--- config.mk ---
export PLATFORM = sky130hd
export DESIGN_NAME = cxp_bridge_flat
export DESIGN_NICKNAME = d
export VERILOG_FILES = /design/src/verilog/cxp_pkg.sv /design/src/verilog/cxp_if.sv /design/src/verilog/cxp_bridge.sv /design/src/flat_wrapper.sv
export VERILOG_INCLUDE_DIRS = /design/src /design/src/verilog
export SDC_FILE = /design/constraint.sdc
export NUM_CORES = 1
export LEC_CHECK = 0
export BUFFER_PORTS_ARGS = -buffer_cell sky130_fd_sc_hd__buf_2
export CORE_ASPECT_RATIO = 0.7
export CORE_UTILIZATION = 52
export CTS_CLUSTER_SIZE = 12
export DETAILED_ROUTE_END_ITERATION = 10
export PLACE_DENSITY = 0.85
export SYNTH_ARGS = -nofsm -noshare
export SYNTH_HDL_FRONTEND = slang
export SYNTH_SLANG_ARGS = --single-unit
--- constraint.sdc ---
create_clock -name sys_clk_i -period 4.3 [get_ports sys_clk_i]
set_clock_uncertainty 0.05 [all_clocks]
set_input_delay 0.645 -clock sys_clk_i [delete_from_list [all_inputs] [get_ports sys_clk_i]]
set_output_delay 0.645 -clock sys_clk_i [all_outputs]
set_load 0.02 [all_outputs]
--- src/verilog/cxp_defines.svh ---
// Constants for the configuration space extension port
`ifndef CXP_DEFINES_SVH
`define CXP_DEFINES_SVH

// =====================================================================
// Widths
`define CXP_ADDR_W 10
`define CXP_PF_W 3
`define CXP_VF_W 11
`define CXP_DATA_W 32
`define CXP_BE_W 4

// =====================================================================
// Access codes
`define CXP_ACC_READ 4'h0
`define CXP_ACC_ALL 4'hf

// =====================================================================
// Timing: request-to-acknowledge latency in cycles
`define CXP_REQ_TO_ACK_LATENCY 8'h10
`define CXP_LAT_W 8

// =====================================================================
// Internal bridge register window (dword addresses held inside)
`define CXP_INT_LO 10'h000
`define CXP_INT_HI 10'h013

// =====================================================================
// User register file on the far end
`define CXP_USR_BASE 10'h014
`define CXP_USR_WORDS 8
`define CXP_USR_IDX_W 3
`define CXP_USR_RESET 32'h0000_0000

`endif

--- src/verilog/cxp_pkg.sv ---
// Types for the configuration space extension port
`default_nettype none
`include "cxp_defines.svh"

package cxp_pkg;
    typedef logic [`CXP_ADDR_W-1:0] cxp_addr_t;
    typedef logic [`CXP_DATA_W-1:0] cxp_data_t;
    typedef logic [`CXP_BE_W-1:0] cxp_be_t;
    typedef enum logic [1:0] {
        CXP_IDLE = 2'b00,
        CXP_WAIT = 2'b01,
        CXP_CPL = 2'b10
    } cxp_state_e;
endpackage

`default_nettype wire

--- src/verilog/cxp_if.sv ---
// Interface joining the bridge end and the user register end
`default_nettype none
`include "cxp_defines.svh"

interface cxp_if;
    logic ext_req;
    logic ext_ack;
    logic [`CXP_ADDR_W-1:0] ext_addr;
    logic [`CXP_PF_W-1:0] ext_phys_function_number;
    logic [`CXP_VF_W-1:0] ext_virt_function_number;
    logic ext_virt_function_active;
    logic [`CXP_DATA_W-1:0] ext_rdata;
    logic [`CXP_DATA_W-1:0] ext_wdata;
    logic [`CXP_BE_W-1:0] ext_acc;

    modport bridge (
        output ext_req, ext_addr, ext_phys_function_number,
        output ext_virt_function_number, ext_virt_function_active,
        output ext_wdata, ext_acc,
        input ext_ack, ext_rdata
    );
    modport user (
        input ext_req, ext_addr, ext_phys_function_number,
        input ext_virt_function_number, ext_virt_function_active,
        input ext_wdata, ext_acc,
        output ext_ack, ext_rdata
    );
endinterface

`default_nettype wire

--- src/verilog/cxp_bridge.sv ---
// Bridge end: forwards unmatched config accesses and builds completions
// How it works
// - Forward requests missing internal registers
// - User acks only supported registers
// - Reads need ack and data; writes ack
// - Ack yields completion; writes carry no data
// - No ack in time: zero completion
// - Hold address, function, data until ack
// - User acks within configured latency
// - Request high while valid; drop at ack
// - Ack high exactly one cycle
// - Ten-bit dword address
// - Three-bit physical function number
// - Eleven-bit virtual function number
// - VF active high for VF, low PF
// - Read data valid with ack
// - Write data on output bus
// - Code bit n enables byte n
// - User updates only enabled bytes
// - Shared register space across functions
`default_nettype none
`include "cxp_defines.svh"

module cxp_bridge
    import cxp_pkg::*;
(
    // Clock and reset
    input wire logic sys_clk_i,
    input wire logic rstn_i,
    // Incoming configuration access from the bridge core
    input wire logic cfg_valid_i,
    input wire logic [`CXP_ADDR_W-1:0] cfg_addr_i,
    input wire logic [`CXP_PF_W-1:0] cfg_pf_i,
    input wire logic [`CXP_VF_W-1:0] cfg_vf_i,
    input wire logic cfg_vf_active_i,
    input wire logic [`CXP_BE_W-1:0] cfg_acc_i,
    input wire logic [`CXP_DATA_W-1:0] cfg_wdata_i,
    output logic cfg_ready_o,
    // Completion toward the requester
    output logic cpl_valid_o,
    output logic cpl_has_data_o,
    output logic [`CXP_DATA_W-1:0] cpl_data_o,
    output logic [2:0] cpl_status_o,
    output logic cpl_timeout_o,
    // Extension port
    cxp_if.bridge ext
);

    // =================================================================
    // Decode
    // Offset form of the range test: a window starting at zero gives no constant compare
    function automatic logic is_internal(input logic [`CXP_ADDR_W-1:0] a);
        logic [`CXP_ADDR_W-1:0] rel;
        rel = a - `CXP_INT_LO;
        is_internal = (rel <= (`CXP_INT_HI - `CXP_INT_LO));
    endfunction

    // An all-zero access code reads; any set bit makes a byte-enabled write
    function automatic logic is_read(input logic [`CXP_BE_W-1:0] code);
        is_read = (code == `CXP_ACC_READ);
    endfunction

    cxp_state_e state_r;
    logic [`CXP_LAT_W-1:0] wait_cnt_r;
    logic req_r;
    logic [`CXP_ADDR_W-1:0] addr_r;
    logic [`CXP_PF_W-1:0] pf_r;
    logic [`CXP_VF_W-1:0] vf_r;
    logic vf_act_r;
    logic [`CXP_BE_W-1:0] acc_r;
    logic [`CXP_DATA_W-1:0] wdata_r;
    logic take;
    logic timeout;
    logic acked;

    // Internal hits are answered by the bridge core, never seen here
    assign take = (state_r == CXP_IDLE) && cfg_valid_i && !is_internal(cfg_addr_i);
    // An ack outside WAIT answers no request and is ignored
    assign acked = (state_r == CXP_WAIT) && ext.ext_ack;
    // Excluding the ack lets a last-cycle ack win over the timeout
    assign timeout = (state_r == CXP_WAIT) && !ext.ext_ack
                     && (wait_cnt_r == `CXP_REQ_TO_ACK_LATENCY);

    // =================================================================
    // Sequencer
    always_ff @(posedge sys_clk_i or negedge rstn_i) begin
        if (!rstn_i) begin
            state_r <= CXP_IDLE;
        end else begin
            unique case (state_r)
                CXP_IDLE: begin
                    if (take) begin
                        state_r <= CXP_WAIT;
                    end
                end
                CXP_WAIT: begin
                    if (acked || timeout) begin
                        state_r <= CXP_CPL;
                    end
                end
                // One cycle back to idle keeps requests from overlapping
                CXP_CPL: begin
                    state_r <= CXP_IDLE;
                end
                default: begin
                    state_r <= CXP_IDLE;
                end
            endcase
        end
    end

    // =================================================================
    // Acknowledge timeout
    // Counts WAIT cycles from one, so the limit equals the allowed latency
    always_ff @(posedge sys_clk_i or negedge rstn_i) begin
        if (!rstn_i) begin
            wait_cnt_r <= '0;
        end else if (state_r == CXP_WAIT) begin
            wait_cnt_r <= wait_cnt_r + `CXP_LAT_W'(1);
        end else begin
            wait_cnt_r <= `CXP_LAT_W'(1);
        end
    end

    // =================================================================
    // Request and held fields
    always_ff @(posedge sys_clk_i or negedge rstn_i) begin
        if (!rstn_i) begin
            req_r <= 1'b0;
        end else if (take) begin
            req_r <= 1'b1;
        end else if (acked || timeout) begin
            req_r <= 1'b0;
        end
    end

    // Fields load only on take, so they stay put until the ack
    always_ff @(posedge sys_clk_i or negedge rstn_i) begin
        if (!rstn_i) begin
            addr_r <= '0;
            pf_r <= '0;
            vf_r <= '0;
            vf_act_r <= 1'b0;
            acc_r <= `CXP_ACC_READ;
            wdata_r <= '0;
        end else if (take) begin
            addr_r <= cfg_addr_i;
            pf_r <= cfg_pf_i;
            vf_r <= cfg_vf_i;
            vf_act_r <= cfg_vf_active_i;
            acc_r <= cfg_acc_i;
            wdata_r <= cfg_wdata_i;
        end
    end

    // =================================================================
    // Extension port outputs
    // All driven from registers so the user end never sees a decode glitch
    assign ext.ext_req = req_r;
    assign ext.ext_addr = addr_r;
    assign ext.ext_phys_function_number = pf_r;
    assign ext.ext_virt_function_number = vf_r;
    assign ext.ext_virt_function_active = vf_act_r;
    assign ext.ext_acc = acc_r;
    assign ext.ext_wdata = wdata_r;

    // =================================================================
    // Accept and completion
    always_ff @(posedge sys_clk_i or negedge rstn_i) begin
        if (!rstn_i) begin
            cfg_ready_o <= 1'b0;
        end else begin
            // Lags the take by one cycle; the source holds valid until it sees this
            cfg_ready_o <= take;
        end
    end

    always_ff @(posedge sys_clk_i or negedge rstn_i) begin
        if (!rstn_i) begin
            cpl_valid_o <= 1'b0;
            cpl_has_data_o <= 1'b0;
            cpl_data_o <= '0;
            cpl_status_o <= 3'h0;
            cpl_timeout_o <= 1'b0;
        end else begin
            cpl_valid_o <= 1'b0;
            cpl_timeout_o <= 1'b0;
            if (acked) begin
                cpl_valid_o <= 1'b1;
                cpl_has_data_o <= is_read(acc_r);
                cpl_data_o <= is_read(acc_r) ? ext.ext_rdata : '0;
                cpl_status_o <= 3'h0;
            end else if (timeout) begin
                cpl_valid_o <= 1'b1;
                cpl_timeout_o <= 1'b1;
                // A timed-out read still reports a read completion, of zero data
                cpl_has_data_o <= is_read(acc_r);
                cpl_data_o <= '0;
                cpl_status_o <= 3'h0;
            end
        end
    end

endmodule

`default_nettype wire

--- src/flat_wrapper.sv ---
// flat-port wrapper written by rule: the top's interface ports become plain ports
module cxp_bridge_flat import cxp_pkg::*;
  (sys_clk_i, rstn_i, cfg_valid_i, cfg_addr_i, cfg_pf_i, cfg_vf_i, cfg_vf_active_i, cfg_acc_i, cfg_wdata_i, cfg_ready_o, cpl_valid_o, cpl_has_data_o, cpl_data_o, cpl_status_o, cpl_timeout_o, ext_ext_req, ext_ext_addr, ext_ext_phys_function_number, ext_ext_virt_function_number, ext_ext_virt_function_active, ext_ext_wdata, ext_ext_acc, ext_ext_ack, ext_ext_rdata);
  cxp_if ext_i ();
  input wire logic sys_clk_i;
  input wire logic rstn_i;
  input wire logic cfg_valid_i;
  input wire logic [`CXP_ADDR_W-1:0] cfg_addr_i;
  input wire logic [`CXP_PF_W-1:0] cfg_pf_i;
  input wire logic [`CXP_VF_W-1:0] cfg_vf_i;
  input wire logic cfg_vf_active_i;
  input wire logic [`CXP_BE_W-1:0] cfg_acc_i;
  input wire logic [`CXP_DATA_W-1:0] cfg_wdata_i;
  output logic cfg_ready_o;
  output logic cpl_valid_o;
  output logic cpl_has_data_o;
  output logic [`CXP_DATA_W-1:0] cpl_data_o;
  output logic [2:0] cpl_status_o;
  output logic cpl_timeout_o;
  output wire logic [$bits(ext_i.ext_req)-1:0] ext_ext_req;
  output wire logic [$bits(ext_i.ext_addr)-1:0] ext_ext_addr;
  output wire logic [$bits(ext_i.ext_phys_function_number)-1:0] ext_ext_phys_function_number;
  output wire logic [$bits(ext_i.ext_virt_function_number)-1:0] ext_ext_virt_function_number;
  output wire logic [$bits(ext_i.ext_virt_function_active)-1:0] ext_ext_virt_function_active;
  output wire logic [$bits(ext_i.ext_wdata)-1:0] ext_ext_wdata;
  output wire logic [$bits(ext_i.ext_acc)-1:0] ext_ext_acc;
  input wire logic [$bits(ext_i.ext_ack)-1:0] ext_ext_ack;
  input wire logic [$bits(ext_i.ext_rdata)-1:0] ext_ext_rdata;
  assign ext_ext_req = ext_i.ext_req;
  assign ext_ext_addr = ext_i.ext_addr;
  assign ext_ext_phys_function_number = ext_i.ext_phys_function_number;
  assign ext_ext_virt_function_number = ext_i.ext_virt_function_number;
  assign ext_ext_virt_function_active = ext_i.ext_virt_function_active;
  assign ext_ext_wdata = ext_i.ext_wdata;
  assign ext_ext_acc = ext_i.ext_acc;
  assign ext_i.ext_ack = ext_ext_ack;
  assign ext_i.ext_rdata = ext_ext_rdata;
  cxp_bridge u_core (.sys_clk_i(sys_clk_i), .rstn_i(rstn_i), .cfg_valid_i(cfg_valid_i), .cfg_addr_i(cfg_addr_i), .cfg_pf_i(cfg_pf_i), .cfg_vf_i(cfg_vf_i), .cfg_vf_active_i(cfg_vf_active_i), .cfg_acc_i(cfg_acc_i), .cfg_wdata_i(cfg_wdata_i), .cfg_ready_o(cfg_ready_o), .cpl_valid_o(cpl_valid_o), .cpl_has_data_o(cpl_has_data_o), .cpl_data_o(cpl_data_o), .cpl_status_o(cpl_status_o), .cpl_timeout_o(cpl_timeout_o), .ext(ext_i));
endmodule
==> qor.yml, run 1 <==
status: "finished clean"
grt_pass1_vias: 3671
antenna_found_initial: 0
grt_first_pass_wirelength_um: 17600
track_usage_pct: 24.0
rows: 28
drcViolationCount: 0
hp-class: "in -> async"
grt_max_degree: 75
n_antenna_cell: 0
drtAntennaViolNets: 0
synth_area_um2: 4800
powerDensity_nw_per_um2: 736
fin_setup_tns_ns: 0
syn-instance-count: 398
fin_util_pct: 70.7
areaGrowthSynthToFinish_pct: 28.0
power_leakage_uw: 0.00299
cts_max_level: 3
hpwl_um: 8130
cp_max_fo: 36
synth_area_per_cell_um2: 12.1
coreArea_um2: 8690
layout.nets: 673
path_clk_slew_ns: 0.07
ys_types: 40
required_ns: 4.40
final_common_cell: "buf_2"
die_area_um2: 9630
synth_compound_area_share_pct: 12.4
end_kind: "flip-flop"
slew_headroom_pct: 16.4
cts_tree: "done"
synth_xor_area_share_pct: 0.547
dr.first_iter.drc_count: 260
ys_async_sr_fraction_pct: 100
ios: 198
synth_top_family_by_area: "simple AND/OR/NAND/NOR gates"
start_kind: "flip-flop"
fmax_ghz: 0.375
setup_viol: 0
cts_buffers: 9
hold_violations: 0
yosysWarnings: 0
crit_type: "reg -> reg"
cp_data_arrival_time_ns: 2.77
min_period_over_period_pct: 62.1
cts.sinks: 108
regArea_um2: 2700
synthFlopType: "dfrtp_1"
drive_above_1_share_pct: 47.5
drtPass1Iterations: 4
holdBufCountCts: 0
routedWlPerCell_um: 16.4
irDropWorstVdd_mv: 0.377
via_per_inst: 5.54
start_util_pct: 55.3
yosys-top-cells-area: "dfrtp_1, mux2_2, and4b_1"
die_w_um: 117
synth_seq_cells: 108
rsz0062_at_grt: "no"
fin_crit_ns: 2.67
cts_root_buf: "clkbuf_16"
final_cell_mix: "buf_2, dfrtp_1, mux2_2, nand2_1, o21ai_0"
port_buffers: 194
cts-resized-gates: 0
ys_seq_area_share_pct: 56.3
route.vias.total: 3870
fill_cells: 662
synth_edf_count: 0
dieHeight_um: 82.4
muxShareOfSynthArea_pct: 12.4
synth_top_area_share_pct: 56.3
synth_simple_gate_area_share_pct: 13.0
wl_um: 11500
drv_slew: 0
tightest_slew_ns: 1.25
insertion_delay_ns: 0.34
place.gp.congestion: 0.849
synth_area_leader_cell: "dfrtp_1"
grt.overflow.total: 0
cap_violations: 0
cts_max_path_buffers: 2
post_cts_buffers: 0
synth_fa_ha_area_share_pct: 0.521
multi_input_area_um2: 1890
-- flip-flops by register name (all words and copies together) (netlist names), 2 cells and up --
register	cells
u_core.ext.ext_acc	4
u_core.ext.ext_wdata	32
u_core.wait_cnt_r	8
u_core.state_r	2
u_core.cpl_data_o	32
u_core.ext.ext_addr	10
u_core.ext.ext_virt_function_number	11
u_core.ext.ext_phys_function_number	3
-- path summary, 6_finish.rpt --
kind | from | end | slack [ns] | cells past startpoint
setup / recovery | u_core.wait_cnt_r[0] | u_core.cpl_data_o[4] | 1.63 | 5
hold / removal | rstn_i | u_core.ext.ext_virt_function_number[1] | 0.38 | 1
setup reg to reg | u_core.wait_cnt_r[0] | u_core.cpl_data_o[4] | 1.63 | 5
hold reg to reg | u_core.ext.ext_wdata[27] | u_core.ext.ext_wdata[27] | 0.45 | 1
max in group asynchronous | rstn_i | u_core.cpl_data_o[16] | 2.80 | 2
min in group sys_clk_i | u_core.ext.ext_wdata[27] | u_core.ext.ext_wdata[27] | 0.45 | 1
-- stage by stage --
| stage | hold slack [ns] | power [uW] | cells | cell area (um^2) | worst slack (ns) |
|---|---|---|---|---|---|
| 6_report | 0.384 | 4520 | 699 | 6150 | 1.63 |
| 5_1_grt | 0.449 | 4790 | 699 | 6150 | 1.41 |
| 4_1_cts | 0.424 | 4560 | 699 | 6150 | 1.65 |
| 3_5_place_dp | 0.430 | 3590 | 683 | 5790 | 1.39 |
| 3_3_place_gp | 0.433 | 3500 | 683 | 5790 | 1.47 |
| 2_1_floorplan | 0.299 | 2920 | 400 | 4810 | 1.94 |
-- synth_stat cells, types with 2 or more instances --
cell type	number
a21oi_1	3
xor2_1	2
o21ai_0	34
or3b_2	2
buf_4	3
nand3_1	3
and4b_1	28
a22o_1	4
nand2_1	41
buf_2	2
or4_1	2
mux2_2	53
a22oi_1	28
nor4_1	3
ha_1	2
nor2_1	4
o311ai_0	7
inv_1	9
dfrtp_1	108
o21a_1	3
o211ai_1	3
or3_1	3
nand4_1	5
clkbuf_1	25
buf_6	6
-- worst max-delay path, cell delays in order, from the launching register on --
cell,delay (ns)
dfrtp_1,0.43
inv_1,0.07
ha_1,0.13
or4b_1,0.54
nor2_2,1.00
o311ai_0,0.27
-- where the power goes --
group	internal, uW	switching [uW]
Combinational	722	1070
Clock	603	353
Sequential	1450	327
-- layout make-up --
cell class                 instances  area share (%)
sequential                       108            44.0
clock inverter                     5            1.75
multi-input combinational        247            30.7
clock buffer                      11            4.11
inverter                           9           0.550
timing repair buffer             199            16.4
tap                              120            2.44
-- metal layers --
metal  wire [um]  vias up  track usage (%)  share of wire, %
met2        5850      135             41.7                51
met5           0        -                0                 0
met3         699       19             6.42               6.1
met4         195        0             9.49               1.7
met1        4740     1903             28.8                41
li1            -     1813                -                 -
-- logic make-up after synthesis --
family | after synthesis
and+or+nand+nor | 99
DFF | 108
xor gates and xnor gates | 3
AOI/OAI and AO/OA | 87
other | 1
buffers and inverters | 45
adders and majority gates | 2
muxes | 53
No activity file was read; power rests on OpenSTA's default activity.
==> run 2: changes to the inputs <==
--- a/config.mk
+++ b/config.mk
@@ -8,10 +8,10 @@
 export LEC_CHECK = 0
 export BUFFER_PORTS_ARGS = -buffer_cell sky130_fd_sc_hd__buf_2
 export CORE_ASPECT_RATIO = 0.7
-export CORE_UTILIZATION = 52
+export CORE_UTILIZATION = 44
 export CTS_CLUSTER_SIZE = 12
 export DETAILED_ROUTE_END_ITERATION = 10
-export PLACE_DENSITY = 0.85
+export PLACE_DENSITY = 0.77
 export SYNTH_ARGS = -nofsm -noshare
 export SYNTH_HDL_FRONTEND = slang
 export SYNTH_SLANG_ARGS = --single-unit
==> constraint.sdc (replaced) <==
create_clock -name sys_clk_i -period 2.2 [get_ports sys_clk_i]
set_clock_uncertainty 0.05 [all_clocks]
set_input_delay 0.33 -clock sys_clk_i [delete_from_list [all_inputs] [get_ports sys_clk_i]]
set_output_delay 0.33 -clock sys_clk_i [all_outputs]
set_load 0.02 [all_outputs]
==> qor.yml, run 2 (same netlist as run 1, synthesis figures left out) <==
grt_pass1_vias: 3767  # was 3671
cts_root_buf: "clkbuf_16"  # unchanged
grt.overflow.total: 0  # unchanged
via_per_inst: 5.44  # was 5.54
drive_above_1_share_pct: 48.2  # was 47.5%
dr.first_iter.drc_count: 287  # was 260
multi_input_area_um2: 1890  # unchanged
end_kind: "flip-flop"  # unchanged
hp-class: "in -> reg"  # was in -> async
cp_max_fo: 36  # unchanged
routedWlPerCell_um: 16.2  # was 16.4 um
start_kind: "flip-flop"  # unchanged
coreArea_um2: 10500  # was 8690 um^2
tightest_slew_ns: 0.599  # was 1.25 ns
cap_violations: 0  # unchanged
die_area_um2: 11300  # was 9630 um^2
powerDensity_nw_per_um2: 1400  # was 736 nW/um^2
drcViolationCount: 0  # unchanged
holdBufCountCts: 1  # was 0
finalNonFillerCells: 723  # was 699
cts_max_path_buffers: 2  # unchanged
place.gp.congestion: 0.816  # was 0.849
cts.sinks: 108  # unchanged
dp_cells: 706  # was 683
post_cts_buffers: 0  # unchanged
regArea_um2: 2700  # unchanged
fmax_ghz: 0.517  # was 0.375 GHz
start_util_pct: 45.9  # was 55.3%
ios: 198  # unchanged
final_common_cell: "buf_2"  # unchanged
cts_tree: "done"  # unchanged
route.vias.total: 3930  # was 3870
hold_violations: 0  # unchanged
track_usage_pct: 20.4  # was 24.0%
irDropWorstVdd_mv: 0.647  # was 0.377 mV
cts_max_level: 3  # unchanged
min_period_over_period_pct: 88.0  # was 62.1%
fill_cells: 843  # was 662
rows: 31  # was 28
drv_slew: 0  # unchanged
path_clk_slew_ns: 0.07  # about the same
dpl_cell_area_um2: 5920  # was 5790 um^2
antenna_found_initial: 0  # unchanged
grt_first_pass_wirelength_um: 18200  # was 17600 um
dieHeight_um: 89.4  # was 82.4 um
drtPass1Iterations: 4  # unchanged
slew_headroom_pct: 60.0  # was 16.4%
required_ns: 2.34  # was 4.40 ns
final_area_um2: 6260  # was 6150 um^2
crit_type: "reg -> reg"  # unchanged
cts-resized-gates: 0  # unchanged
fin_setup_tns_ns: 0  # unchanged
layout.nets: 685  # was 673
status: "finished clean"  # unchanged
insertion_delay_ns: 0.34  # about the same
final_cell_mix: "buf_2, dfrtp_1, mux2_2, nand2_1, o21ai_0"  # unchanged
port_buffers: 194  # unchanged
grt_max_degree: 59  # was 75
power_leakage_uw: 0.00304  # was 0.00299 uW
setup_viol: 0  # unchanged
fin_crit_ns: 1.94  # was 2.67 ns
cp_data_arrival_time_ns: 2.08  # was 2.77 ns
hpwl_um: 8240  # was 8130 um
wl_um: 11700  # was 11500 um
cts_buffers: 9  # unchanged
areaGrowthSynthToFinish_pct: 30.3  # was 28.0%
n_antenna_cell: 0  # unchanged
die_w_um: 127  # was 117 um
drtAntennaViolNets: 0  # unchanged
rsz0062_at_grt: "no"  # unchanged
[run 2: cell count changes in the layout (fill, tap and decap cells not counted), sizes merged]
cell / change
clkinv: -2
dlygate4sd3: +1
inv: +1
bufinv: -1
clkinvlp: +2
buf: +11
[run 2: through the flow]
stage | worst slack [ns] | total power, uW | utilization, % | hold slack (ns)
finish | 0.264 | 8770 | 59.7 | 0.160
global route | 0.159 | 9260 | 59.7 | 0.147
CTS | 0.269 | 8840 | 59.7 | 0.148
detailed placement | -0.0213 | 7060 | 56.5 | 0.302
global placement | 0.0305 | 6910 | 56.5 | 0.291
floorplan | 0.153 | 5710 | - | -0.0156
[run 2: where the power goes]
group          total, uW  internal (uW)  switching (uW)  leakage, uW
Combinational       3640           1450            2190      0.00161
Sequential          3370           2840             534      0.00128
Clock               1760           1030             723     0.000152
[run 2: per-layer routing]
layer / GRT usage [%] / routed length, um
met4: 7.14 / 147
met5: 0 / 0
met1: 26.4 / 5090
met3: 5.09 / 794
met2: 33.9 / 5690
[run 2: path summary, 6_finish.rpt]
path                                        start                        to  slack, ns  cells after the start
max                          u_core.wait_cnt_r[0]      u_core.cpl_data_o[4]       0.26                      6
min                               cfg_wdata_i[22]  u_core.ext.ext_wdata[22]       0.16                      2
max reg2reg                  u_core.wait_cnt_r[0]      u_core.cpl_data_o[4]       0.26                      6
min reg2reg                u_core.ext.ext_addr[7]    u_core.ext.ext_addr[7]       0.45                      1
max in group asynchronous                  rstn_i     u_core.cpl_has_data_o       1.02                      3
min in group asynchronous                  rstn_i     u_core.cpl_data_o[18]       0.45                      2
[run 2: area by class of cell]
| class | instances | area share (%) |
|---|---|---|
| clock buffers | 11 | 3.88 |
| clock inverters | 5 | 1.34 |
| inverters | 9 | 0.540 |
| multi-input cells | 247 | 30.2 |
| flip-flops and latches | 108 | 43.2 |
| well taps | 132 | 2.64 |
| repair buffers | 211 | 18.2 |
[run 2: worst max-delay path, stage by stage, from the launching register on]
cell and delay [ns]:
dfrtp_1 0.43, inv_1 0.08, ha_1 0.13, or4b_1 0.54, nor2_2 0.20, buf_12 0.20
o311ai_0 0.15
==> run 3: changes to the inputs <==
--- a/config.mk
+++ b/config.mk
@@ -7,11 +7,13 @@
 export NUM_CORES = 1
 export LEC_CHECK = 0
 export BUFFER_PORTS_ARGS = -buffer_cell sky130_fd_sc_hd__buf_2
+export CELL_PAD_IN_SITES_DETAIL_PLACEMENT = 1
+export CELL_PAD_IN_SITES_GLOBAL_PLACEMENT = 2
 export CORE_ASPECT_RATIO = 0.7
-export CORE_UTILIZATION = 44
+export CORE_UTILIZATION = 27
 export CTS_CLUSTER_SIZE = 12
 export DETAILED_ROUTE_END_ITERATION = 10
-export PLACE_DENSITY = 0.77
+export PLACE_DENSITY_LB_ADDON = 0.1
 export SYNTH_ARGS = -nofsm -noshare
 export SYNTH_HDL_FRONTEND = slang
 export SYNTH_SLANG_ARGS = --single-unit
==> qor.yml, run 3 (same netlist as run 1, synthesis figures left out) <==
grt_max_degree: 50  # was 59
drtAntennaViolNets: 0  # unchanged
crit_type: "reg -> reg"  # unchanged
layout.nets: 684  # was 685
track_usage_pct: 16.4  # was 20.4%
cts_tree: "done"  # unchanged
start_util_pct: 27.8  # was 45.9%
cap_violations: 0  # unchanged
grt_pass1_vias: 4240  # was 3767
irDropWorstVdd_mv: 0.552  # was 0.647 mV
dr.first_iter.drc_count: 225  # was 287
slew_headroom_pct: 50.7  # was 60.0%
drtPass1Iterations: 4  # unchanged
rsz0062_at_grt: "no"  # unchanged
drv_slew: 0  # unchanged
dp_cells: 804  # was 706
cts_max_path_buffers: 2  # unchanged
hold-path-cell-count: 2  # unchanged
die_area_um2: 18300  # was 11300 um^2
regToRegSetupSlack_ns: 0.27  # was 0.26 ns
cts_max_level: 3  # unchanged
grt.overflow.total: 0  # unchanged
fin_ws_ns: 0.275  # was 0.264 ns
whs_endpoint: "u_core.ext.ext_wdata[18]"  # was u_core.ext.ext_wdata[22]
power_leakage_uw: 0.00305  # was 0.00304 uW
reg2reg_from: "u_core.wait_cnt_r[0]"  # unchanged
hpwl_um: 10000  # was 8240 um
fill_cells: 1927  # was 843
die_w_um: 161  # was 127 um
worstReg2RegEnd: "u_core.cpl_data_o[17]"  # was u_core.cpl_data_o[4]
path_clk_slew_ns: 0.08  # was 0.07 ns
min_period_over_period_pct: 87.5  # was 88.0%
start_kind: "flip-flop"  # unchanged
wl_um: 14400  # was 11700 um
multi_input_area_um2: 1890  # about the same
rows: 40  # was 31
hp-class: "in -> reg"  # unchanged
via_per_inst: 4.79  # was 5.44
cp_data_arrival_time_ns: 2.07  # was 2.08 ns
required_ns: 2.34  # about the same
cp_slowest_stage_delay_ns: 0.54  # about the same
final_common_cell: "buf_2"  # unchanged
post_cts_buffers: 0  # unchanged
dieHeight_um: 114  # was 89.4 um
holdBufCountCts: 1  # unchanged
port_buffers: 194  # unchanged
n_antenna_cell: 0  # unchanged
status: "finished clean"  # unchanged
drcViolationCount: 0  # unchanged
hp-start: "cfg_wdata_i[18]"  # was cfg_wdata_i[22]
end_kind: "flip-flop"  # unchanged
ios: 198  # unchanged
cp_max_fo: 36  # unchanged
routedWlPerCell_um: 17.5  # was 16.2 um
cp_slowest_cell: "or4b_1"  # unchanged
hold_violations: 0  # unchanged
insertion_delay_ns: 0.34  # about the same
pre_cts_ws_ns: 0.0207  # was -0.0213 ns
antenna_found_initial: 0  # unchanged
route.vias.total: 3936  # was 3930
worst_hold_slack_ns: 0.159  # was 0.160 ns
cts_root_buf: "clkbuf_16"  # unchanged
regArea_um2: 2700  # unchanged
cts-resized-gates: 0  # unchanged
place.gp.congestion: 0.736  # was 0.816
areaGrowthSynthToFinish_pct: 33.3  # was 30.3%
fin_setup_tns_ns: 0  # unchanged
tightest_slew_ns: 0.738  # was 0.599 ns
powerDensity_nw_per_um2: 1380  # was 1400 nW/um^2
grt_first_pass_wirelength_um: 23500  # was 18200 um
fmax_ghz: 0.519  # was 0.517 GHz
drive_above_1_share_pct: 48.5  # was 48.2%
fin_crit_ns: 1.93  # was 1.94 ns
final_cell_mix: "buf_2, dfrtp_1, mux2_2, nand2_1, o21ai_0"  # unchanged
setup_viol: 0  # unchanged
finalNonFillerCells: 821  # was 723
cp_cell_sequence: "inv_1, ha_1, or4b_1, nor2_2, buf_12, o311ai_0"  # unchanged
cts.sinks: 108  # unchanged
r2r_cells: 6  # unchanged
coreArea_um2: 17300  # was 10500 um^2
cts_buffers: 9  # unchanged
## run 3: cell types whose count changed in the layout (fill, tap and decap cells not counted), sizes merged
cell | previous run | this run
bufinv | 2 | 1
clkbuf | 11 | 10
clkinvlp | 2 | 0
buf | 210 | 209
inv | 10 | 14
## run 3: report_power, final
part           switching (uW)  leakage (uW)  internal [uW]
Clock                     796      0.000156            941
Combinational            2230       0.00162           1490
Sequential                554       0.00128           2830
Total                    3580       0.00305           5260
## run 3: cell type report
type                       count  area share (%)
tap                          231            4.51
inverter                       9           0.528
sequential                   108            42.2
timing repair buffer         210            18.3
clock inverter                 6            1.19
clock buffer                  10            3.73
multi-input combinational    247            29.5
## run 3: critical path: cells and delay by family (launching register included)
kind	cells	cell delay, ns
AO/OA/AOI/OAI	1	0.14
buffers and inverters	2	0.29
adder cells (fa/ha/maj)	1	0.13
flip-flops	1	0.43
AND/OR/NAND/NOR	2	0.73
## run 3: metrics by stage
step | util, % | power [uW] | area [um^2]
global route | 37.1 | 9450 | 6400
floorplan | - | 5710 | 4810
global placement | 35.2 | 7090 | 6080
detailed placement | 35.2 | 7220 | 6080
finish | 37.1 | 8840 | 6400
CTS | 37.1 | 9000 | 6400
## run 3: worst max path at each step
stage | slack, ns | end | depth (start not counted) | start
detailed placement | 0.02 | u_core.ext.ext_acc[3] | 5 | cfg_addr_i[6]
floorplan | 0.15 | u_core.ext.ext_acc[0] | 5 | cfg_addr_i[6]
finish | 0.27 | u_core.cpl_data_o[17] | 6 | u_core.wait_cnt_r[0]
global placement | 0.07 | u_core.ext.ext_virt_function_number[9] | 5 | cfg_addr_i[6]
CTS | 0.23 | u_core.cpl_data_o[17] | 6 | u_core.wait_cnt_r[0]
global route | 0.08 | u_core.ext.ext_req | 6 | u_core.wait_cnt_r[0]
## run 3: metal layers
layer	share of wire, %	up-vias	global-route usage (%)
li1	-	1835	-
met1	44	1973	21.5
met2	49	112	27.0
met3	6.2	16	4.51
met4	1.2	0	4.15
met5	0	-	0
